**src/nvrom_map.vh**
```
// Constants for the nonvolatile byte store reader
// Operation
// - 1 kbit storage as eight 128-bit banks
// - Each bank reads as 16 bytes
// - Only JTAG port may write contents
// - Program whole banks; others keep contents
// - Erase bank automatically before programming it
// - Synchronous byte-aligned reads on access clock
// - Address upper three bank, lower four byte
// - Address at rise, data valid next fall; this reader registers the data on the next rise instead
// - Unchanged address is re-read every cycle; this reader re-reads it every two enabled cycles
`ifndef NVROM_MAP_VH
`define NVROM_MAP_VH
`define NV_BANKS         8
`define NV_BANK_BITS     128
`define NV_BYTES_PER_BANK 16
`define NV_ADDR_W        7
`define NV_BANK_MSB      6
`define NV_BANK_LSB      4
`define NV_BYTE_MSB      3
`define NV_BYTE_LSB      0
`define NV_WORDS         128
`define NV_JTAG_BITS_W   7
`define NV_CLK_MHZ       125
`define NV_ACC_MAX_MHZ   20
`define NV_ACC_DIV       ((`NV_CLK_MHZ + `NV_ACC_MAX_MHZ - 1) / `NV_ACC_MAX_MHZ)
`define NV_ERASE_BYTE    8'h00
`endif

```
**src/nonvolatile_byte_rom_reader.v**
```verilog
// Byte-wide read port of an eight-bank nonvolatile store, written only by JTAG
`timescale 1ns/100ps
`include "nvrom_map.vh"
module nonvolatile_byte_rom_reader (
   input  wire       ref_clk,
   input  wire       rst_b,
   input  wire       clk_en,
   input  wire [6:0] rd_addr,
   output reg  [7:0] rd_data_r,
   output reg        rd_valid_r,
   input  wire       jtag_prog_req,
   input  wire [2:0] jtag_bank,
   input  wire [7:0] jtag_wr_byte,
   input  wire       jtag_wr_strobe,
   output reg        jtag_busy_r
);
   localparam ST_IDLE  = 3'b001;
   localparam ST_ERASE = 3'b010;
   localparam ST_LOAD  = 3'b100;

   // Store contents; the fabric has no write path here
   reg [7:0] mem [0:`NV_WORDS-1];
   reg [2:0] state_r;
   reg [2:0] state_nxt;
   reg [3:0] idx_r;
   reg [2:0] bank_r;
   reg [1:0] req_sync_r;
   reg [1:0] stb_sync_r;
   reg       stb_seen_r;
   reg       phase_r;
   reg [6:0] addr_r;
   reg [2:0] bank_sync1_r;
   reg [2:0] bank_sync2_r;
   reg [7:0] byte_sync1_r;
   reg [7:0] byte_sync2_r;

   wire       stb_rise = stb_sync_r[1] & ~stb_seen_r;
   wire [6:0] wr_ptr   = {bank_r, idx_r};

   // JTAG pins come from another domain, so they are synchronised
   always @(posedge ref_clk) begin
      if (!rst_b) begin
         req_sync_r <= 2'b00;
         stb_sync_r <= 2'b00;
         stb_seen_r <= 1'b0;
      end else if (clk_en) begin
         req_sync_r <= {req_sync_r[0], jtag_prog_req};
         bank_sync1_r <= jtag_bank;
         bank_sync2_r <= bank_sync1_r;
         // Byte path has the strobe's latency, so it lines up with stb_rise
         byte_sync1_r <= jtag_wr_byte;
         byte_sync2_r <= byte_sync1_r;
         stb_sync_r <= {stb_sync_r[0], jtag_wr_strobe};
         stb_seen_r <= stb_sync_r[1];
      end
   end

   always @* begin
      state_nxt = state_r;
      case (state_r)
         ST_IDLE:  if (req_sync_r[1]) state_nxt = ST_ERASE;
         ST_ERASE: if (idx_r == 4'hF) state_nxt = ST_LOAD;
         ST_LOAD:  if (stb_rise && idx_r == 4'hF) state_nxt = ST_IDLE;
         default:  state_nxt = ST_IDLE;
      endcase
   end

   // Only the latched bank is touched; other banks keep contents
   always @(posedge ref_clk) begin
      if (!rst_b) begin
         state_r     <= ST_IDLE;
         idx_r       <= 4'h0;
         bank_r      <= 3'h0;
         jtag_busy_r <= 1'b0;
      end else if (clk_en) begin
         state_r     <= state_nxt;
         jtag_busy_r <= (state_nxt != ST_IDLE);
         case (state_r)
            ST_IDLE: begin
               idx_r  <= 4'h0;
               bank_r <= bank_sync2_r;
            end
            ST_ERASE: begin
               mem[wr_ptr] <= `NV_ERASE_BYTE;
               idx_r <= idx_r + 4'h1;
            end
            ST_LOAD: begin
               if (stb_rise) begin
                  mem[wr_ptr] <= byte_sync2_r;
                  idx_r <= idx_r + 4'h1;
               end
            end
            default: idx_r <= 4'h0;
         endcase
      end
   end

   // Access phase: address taken on first half, byte presented on second.
   // Every two enabled cycles re-read even an unchanged address, and valid drops
   // at every new access, mirroring the per-cycle invalid window.
   always @(posedge ref_clk) begin
      if (!rst_b) begin
         phase_r    <= 1'b0;
         addr_r     <= 7'h00;
         rd_data_r  <= 8'h00;
         rd_valid_r <= 1'b0;
      end else if (clk_en) begin
         phase_r <= ~phase_r;
         if (!phase_r) begin
            addr_r     <= rd_addr;
            rd_valid_r <= 1'b0;
         end else begin
            // Upper bits pick the bank, lower the byte
            rd_data_r  <= mem[{addr_r[`NV_BANK_MSB:`NV_BANK_LSB],
                               addr_r[`NV_BYTE_MSB:`NV_BYTE_LSB]}];
            rd_valid_r <= 1'b1;
         end
      end
   end
endmodule

```
**config.mk**
```make
export PLATFORM = sky130hd
export DESIGN_NAME = nonvolatile_byte_rom_reader
export DESIGN_NICKNAME = d
export VERILOG_FILES = /design/src/nonvolatile_byte_rom_reader.v
export VERILOG_INCLUDE_DIRS = /design/src
export SDC_FILE = /design/constraint.sdc
export NUM_CORES = 1
export LEC_CHECK = 0
export BUFFER_PORTS_ARGS = -buffer_cell sky130_fd_sc_hd__buf_2
export CAP_MARGIN = 5
export CORE_UTILIZATION = 35
export CTS_BUF_LIST = sky130_fd_sc_hd__clkbuf_16
export DETAILED_ROUTE_END_ITERATION = 10
export PLACE_DENSITY = 0.49
export SKIP_CTS_REPAIR_TIMING = 1
export SYNTH_ARGS = -nofsm -noshare
export SYNTH_HDL_FRONTEND = slang
export SYNTH_SLANG_ARGS = --single-unit
```
**constraint.sdc**
```tcl
create_clock -name ref_clk -period 3.6 [get_ports ref_clk]
set_clock_uncertainty 0.2 [all_clocks]
set_input_delay 0.36 -clock ref_clk [delete_from_list [all_inputs] [get_ports ref_clk]]
set_output_delay 0.36 -clock ref_clk [all_outputs]
set_load 0.01 [all_outputs]
```
-- After elaboration in Yosys (flattened, before gate mapping)
Memory sizes are Yosys's and may differ from the RTL's. A register that Yosys moved wholly into a read port is not among the register bits.
Cells that the tools add are included.
Widths: inputs -> output; s select.
- bits in registers: 47
- memory bits (writable): 1024
- input bits: 23
- output and inout port bits: 10
- word-level logic and storage cells: 50
- memories: 1
- memories (memory ; words ; bits a word ; rd ports ; clocked after Yosys merged registers in ; wr ports ; line ; RTL):
    mem ; 128 ; 8 ; 1 ; 1 ; 1 ; nonvolatile_byte_rom_reader.v:22 ; reg [7:0] mem [0:`NV_WORDS-1];
- add/sub/neg operators: 1
- equal/unequal tests: 6
- multiplexer cells: 17
- bitwise gates (word level): 4
- reduce and logical (&&, ||, !) cells: 7
- operators with widths (operator ; number):
    $mux 1 ; 10
    $reduce_and 2->1 ; 5
    $mux 3 ; 3
    $pmux 3 s3 ; 1
    $mux 8 ; 1
    $pmux 4 s2 ; 1
    $add 4x1->4 const B ; 1
    $eq 4x4->1 const B ; 1
    $mux 4 ; 1
    $eq 3x1->1 const B ; 1
    $eq 3x2->1 const B ; 1
    $eq 3x3->1 const B ; 1
    $ne 3x1->1 const B ; 1
    $ne 2x2->1 const B ; 1
    $not 1->1 ; 2
    $and 1x1->1 ; 1
    $logic_and 1x1->1 ; 1
    $logic_not 1->1 ; 1
    $or 1x1->1 ; 1

-- Longest topological paths before layout
- word-level depth: 8
- depth in mapped cells: 10
- depth with buffers taken out: 6

-- Worst setup path before layout
No wires, ideal clock.
- path type: flip-flop to flip-flop
- start: register state_r[1]
- end: memory mem[0][0], data pin
- setup time: 0.535 ns
- arrival: 2.747 ns
- data required time: 2.865 ns
- slack: 0.118 ns
- cell stages (with the launch flop): 6
- path buffers: 1
- period minus slack after synthesis: 3.482 ns
- path through: dfxtp_1 -> buf_6 -> nor2_1 -> nand2_1 -> nor3_1 -> and2_1
- cells in the longest elaborated chain, start to end: 6
- RTL lines (item ; line ; RTL):
    start: declaration ; nonvolatile_byte_rom_reader.v:23 ; reg [2:0] state_r;
    start signal: assignment ; nonvolatile_byte_rom_reader.v:76 ; state_r <= state_nxt;
    $eq 3x3->1 ; nonvolatile_byte_rom_reader.v:78 ; case (state_r)
    $mux 1 ; nonvolatile_byte_rom_reader.v:78 ;
    $mux 1 ; nonvolatile_byte_rom_reader.v:75 ; end else if (clk_en) begin
    $mux 1 ; nonvolatile_byte_rom_reader.v:70 ; if (!rst_b) begin
    $mux 1 (not written as such) ; nonvolatile_byte_rom_reader.v:89 ; mem[wr_ptr] <= byte_sync2_r;
    $mux 8 (no line) ; - ;
    end: declaration ; nonvolatile_byte_rom_reader.v:22 ;
Every way passes these cells.

==> flow_summary_export.csv <==
group,metric,value,unit
finish,drive_above_1_share,0.259,
logic_synthesis,synth.cell_area,42400,µm²
finish,finish.cell_count_without_fillers,4129,
route,wl_per_cell,26.5,µm
logic_synthesis,synth_top_flop_cell,"sky130_fd_sc_hd__edfxtp_1",
place,hpwlAfterDp,70.5,mm
run,max_cap_viol_count,0,
route,detail_route.drc_violations,0,
floorplan,floorplan.die.height,350,µm
floorplan,die_area,123000,µm²
worst_setup_path,worst_endpoint_data_arrival_time,3.40,ns
clocking,clk_pin_slew_worst_paths,0.06,ns
power_and_ir_drop,power.density,537,nW/µm²
floorplan,io_count,33,
timing,fin_hold_ws,0.0450,ns
global_route,grt_overflow_total,0,
worst_setup_path,endpoint,"rd_data_r[1]",
timing,drv_slew,0,
timing,final-setup-viol-count,0,
logic_synthesis,synth.yosys.warnings,0,
finish,finalCoreUtilization,0.415,
route,route.detailed.vias_per_inst,5.21,
logic_synthesis,synth_fp_nets,2192,
floorplan,core.rowCount,127,
worst_setup_path,crit-reg2reg-capture,"rd_data_r[1]",
place,routabilityCongestion,0.849,
logic_synthesis,synth_async_sr_flop_share,0,
worst_setup_path,crit_path_max_fanout,15,
clocking,tritoncts,"done",
logic_synthesis,synth_cell_type_count,61,
worst_setup_path,worstReg2RegStart,"addr_r[2]",
finish,final_net_count,2442,
logic_synthesis,yosys-top-cells-area,"sky130_fd_sc_hd__edfxtp_1 74%, sky130_fd_sc_hd__mux4_2 9.2%, sky130_fd_sc_hd__mux2i_1 5.3%, sky130_fd_sc_hd__dfxtp_1 1.6%, sky130_fd_sc_hd__nor2_1 1.3%",
timing,report.final.hold_viol_count,0,
power_and_ir_drop,vdd_drop_max,387,µV
global_route,via_count_of_the_first_global_routing_pass,22200,
timing,fmax,328,MHz
worst_setup_path,worst-r2r-setup-slack,0.55,ns
clocking,clk-insertion-delay-late,0.68,ns
worst_hold_path,hold_path_class,"in2reg",
global_route,grt_first_pass_wirelength,159,mm
place,count_of_input_and_output_buffers,32,
worst_setup_path,critical_path.endpoint_type,"register",
floorplan,core,120000,µm²
clocking,tritoncts_buffers,114,
timing,min_period,3.05,ns
worst_setup_path,worstRegToRegCells,8,
finish,flow.area_growth_from_synthesis,17.4,%
global_route,grt_antenna_before_repair,3,
global_route,grt_start_max_net_pins,129,
worst_hold_path,min_path_cells,3,
worst_setup_path,path_class,"reg2reg",
route,dr.pass1.iters,7,
logic_synthesis,post_synth_inst_count,2168,
route,wl,109,mm
finish,final_area,49800,µm²
clocking,clock_buffer_depth,3,
logic_synthesis,ys_seq_area_frac,0.756,
finish,antenna_diode_count,0,
timing,slew_headroom,0.416,
clocking,tritoncts_num_sinks,1079,
timing,timing_worst_slew_pin_value,0.868,ns
logic_synthesis,synth.top_cell.area_share,0.740,
floorplan,die-width,350,µm
worst_setup_path,required,3.96,ns
route,route.antenna.remaining_nets,0,
place,placement.setup.worst_slack,0.490,ns
logic_synthesis,yosysTopAreaCell,"sky130_fd_sc_hd__edfxtp_1",
route,drtIter0Drc,1870,
power_and_ir_drop,p_total,26.8,mW
logic_synthesis,postSynthAreaPerCell,19.6,µm²
outcome,run_status,"finished clean",
timing,timing.final.ws_setup,0.554,ns
global_route,grt_use_total,0.180,
clocking,ctsHtreeMaxLevel,3,
timing,post-route-period-util,0.846,
place,post_dp_cell_area,45800,µm²
route,routed-via-count,21500,
timing,grt_setup_unrepaired,"false",
logic_synthesis,synth_edf_count,1046,
place,place.detailed.instances,3894,
floorplan,initial_core_util,0.353,
logic_synthesis,synth_seq_cells,1079,
worst_setup_path,crit_path_start_kind,"register",
worst_setup_path,timing.critical_path.from,"addr_r[2]",
timing,setup-tns-final,0,ns
finish,fillerInstances,10600,
clocking,root_buffer,"sky130_fd_sc_hd__clkbuf_16",
power_and_ir_drop,static-leakage-power,17.5,nW
cell families (layout without fill, tap and decap cells):
group                    after synthesis  after routing  synth area share
XOR/XNOR                               2              2          0.000413
multiplexers                         416            416             0.150
flip-flops                          1079           1079             0.756
adder cells (fa/ha/maj)                1              1          0.000295
AND/OR/NAND/NOR                      325            325            0.0392
AO/OA/AOI/OAI                        214            214            0.0366
buffers and inverters                131            480            0.0178
cell type report:
cell class	count	area, µm²	share of cell area
inverters	5	18.8	0.000377
multi-input cells	958	9640	0.193
clock inverters	98	921	0.0185
clock buffers	117	2930	0.0588
well taps	1612	2020	0.0405
repair buffers	260	2210	0.0444
flip-flops and latches	1079	32100	0.644
per-layer routing:
metal	track usage	vias up	wire [µm]
met5	0	-	0
met4	0.0409	0	2210
met3	0.0279	150	5280
met2	0.296	545	53100
met1	0.250	11400	48700
li1	-	9378	-
power breakdown:
part | internal (mW) | switching [mW] | total [mW] | leakage [nW]
logic | 0.467 | 0.651 | 1.12 | 3.94
clock network | 7.10 | 4.88 | 12.0 | 1.92
registers | 13.6 | 0.0631 | 13.7 | 11.6
cell usage in the layout (no fill, tap or decap), types with 8 or more instances in the layout:
cell	netlist	routed
sky130_fd_sc_hd__edfxtp_1	1046	1046
sky130_fd_sc_hd__mux2i_1	224	224
sky130_fd_sc_hd__buf_4	28	185
sky130_fd_sc_hd__mux4_2	174	174
sky130_fd_sc_hd__nor2_1	147	146
sky130_fd_sc_hd__clkbuf_16	0	117
sky130_fd_sc_hd__a22oi_1	64	64
sky130_fd_sc_hd__nand2_1	60	60
sky130_fd_sc_hd__a21oi_1	40	40
sky130_fd_sc_hd__buf_2	24	32
sky130_fd_sc_hd__clkinv_1	1	29
sky130_fd_sc_hd__dfxtp_1	33	29
sky130_fd_sc_hd__o22ai_1	25	25
sky130_fd_sc_hd__clkinv_2	0	25
sky130_fd_sc_hd__nor2b_1	25	23
sky130_fd_sc_hd__buf_12	0	23
sky130_fd_sc_hd__dlygate4sd3_1	0	20
sky130_fd_sc_hd__mux2_2	18	18
sky130_fd_sc_hd__o221ai_1	17	17
sky130_fd_sc_hd__bufinv_16	0	17
sky130_fd_sc_hd__inv_1	4	15
sky130_fd_sc_hd__a221oi_1	15	15
sky130_fd_sc_hd__nor4_1	14	14
sky130_fd_sc_hd__nor3b_1	13	13
sky130_fd_sc_hd__nor2_2	10	11
sky130_fd_sc_hd__nand3_1	9	9
sky130_fd_sc_hd__and2_4	0	8
sky130_fd_sc_hd__a31oi_1	8	8
sky130_fd_sc_hd__clkinvlp_4	0	8
synth_stat cells (all sizes together), types with 6 or more instances:
cell,n
edfxtp,1046
mux2i,224
mux4,174
nor2,157
buf,80
a22oi,64
nand2,60
clkbuf,46
a21oi,40
dfxtp,33
nor2b,25
o22ai,25
mux2,18
o221ai,17
a221oi,15
nor4,15
and2,13
nor3b,13
nand3,11
a31oi,8
nand2b,7
o21a,7
o22a,7
a2111oi,6
a41oi,6
nand3b,6
state kept, by name, summed over array words and instances, names as in the netlist, 2 cells and up:
register	flops
rd_data_r	8
state_r	3
byte_sync2_r	8
byte_sync1_r	8
req_sync_r	2
stb_sync_r	2
bank_sync2_r	3
mem	1024
bank_r	3
bank_sync1_r	3
addr_r	7
idx_r	4
critical path: stages (launching register included):
cell and delay (ns):
sky130_fd_sc_hd__dfxtp_2 0.67, sky130_fd_sc_hd__and2_1 0.57, sky130_fd_sc_hd__buf_4 0.29, sky130_fd_sc_hd__a22oi_1 0.12, sky130_fd_sc_hd__a21oi_1 0.35, sky130_fd_sc_hd__nor4_1 0.13, sky130_fd_sc_hd__buf_4 0.18, sky130_fd_sc_hd__o221ai_1 0.30
sky130_fd_sc_hd__a41oi_1 0.07
worst min-delay path by stage:
stage / start / end / slack [ns]
finish: rst_b / state_r[0] / 0.05
global route: rst_b / state_r[0] / 0.03
CTS: jtag_wr_byte[4] / byte_sync1_r[4] / -0.39
detailed placement: byte_sync1_r[1] / byte_sync2_r[1] / 0.21
global placement: byte_sync1_r[1] / byte_sync2_r[1] / 0.21
floorplan: bank_sync1_r[0] / bank_sync2_r[0] / 0.20
No activity file was read; power rests on OpenSTA's default activity.
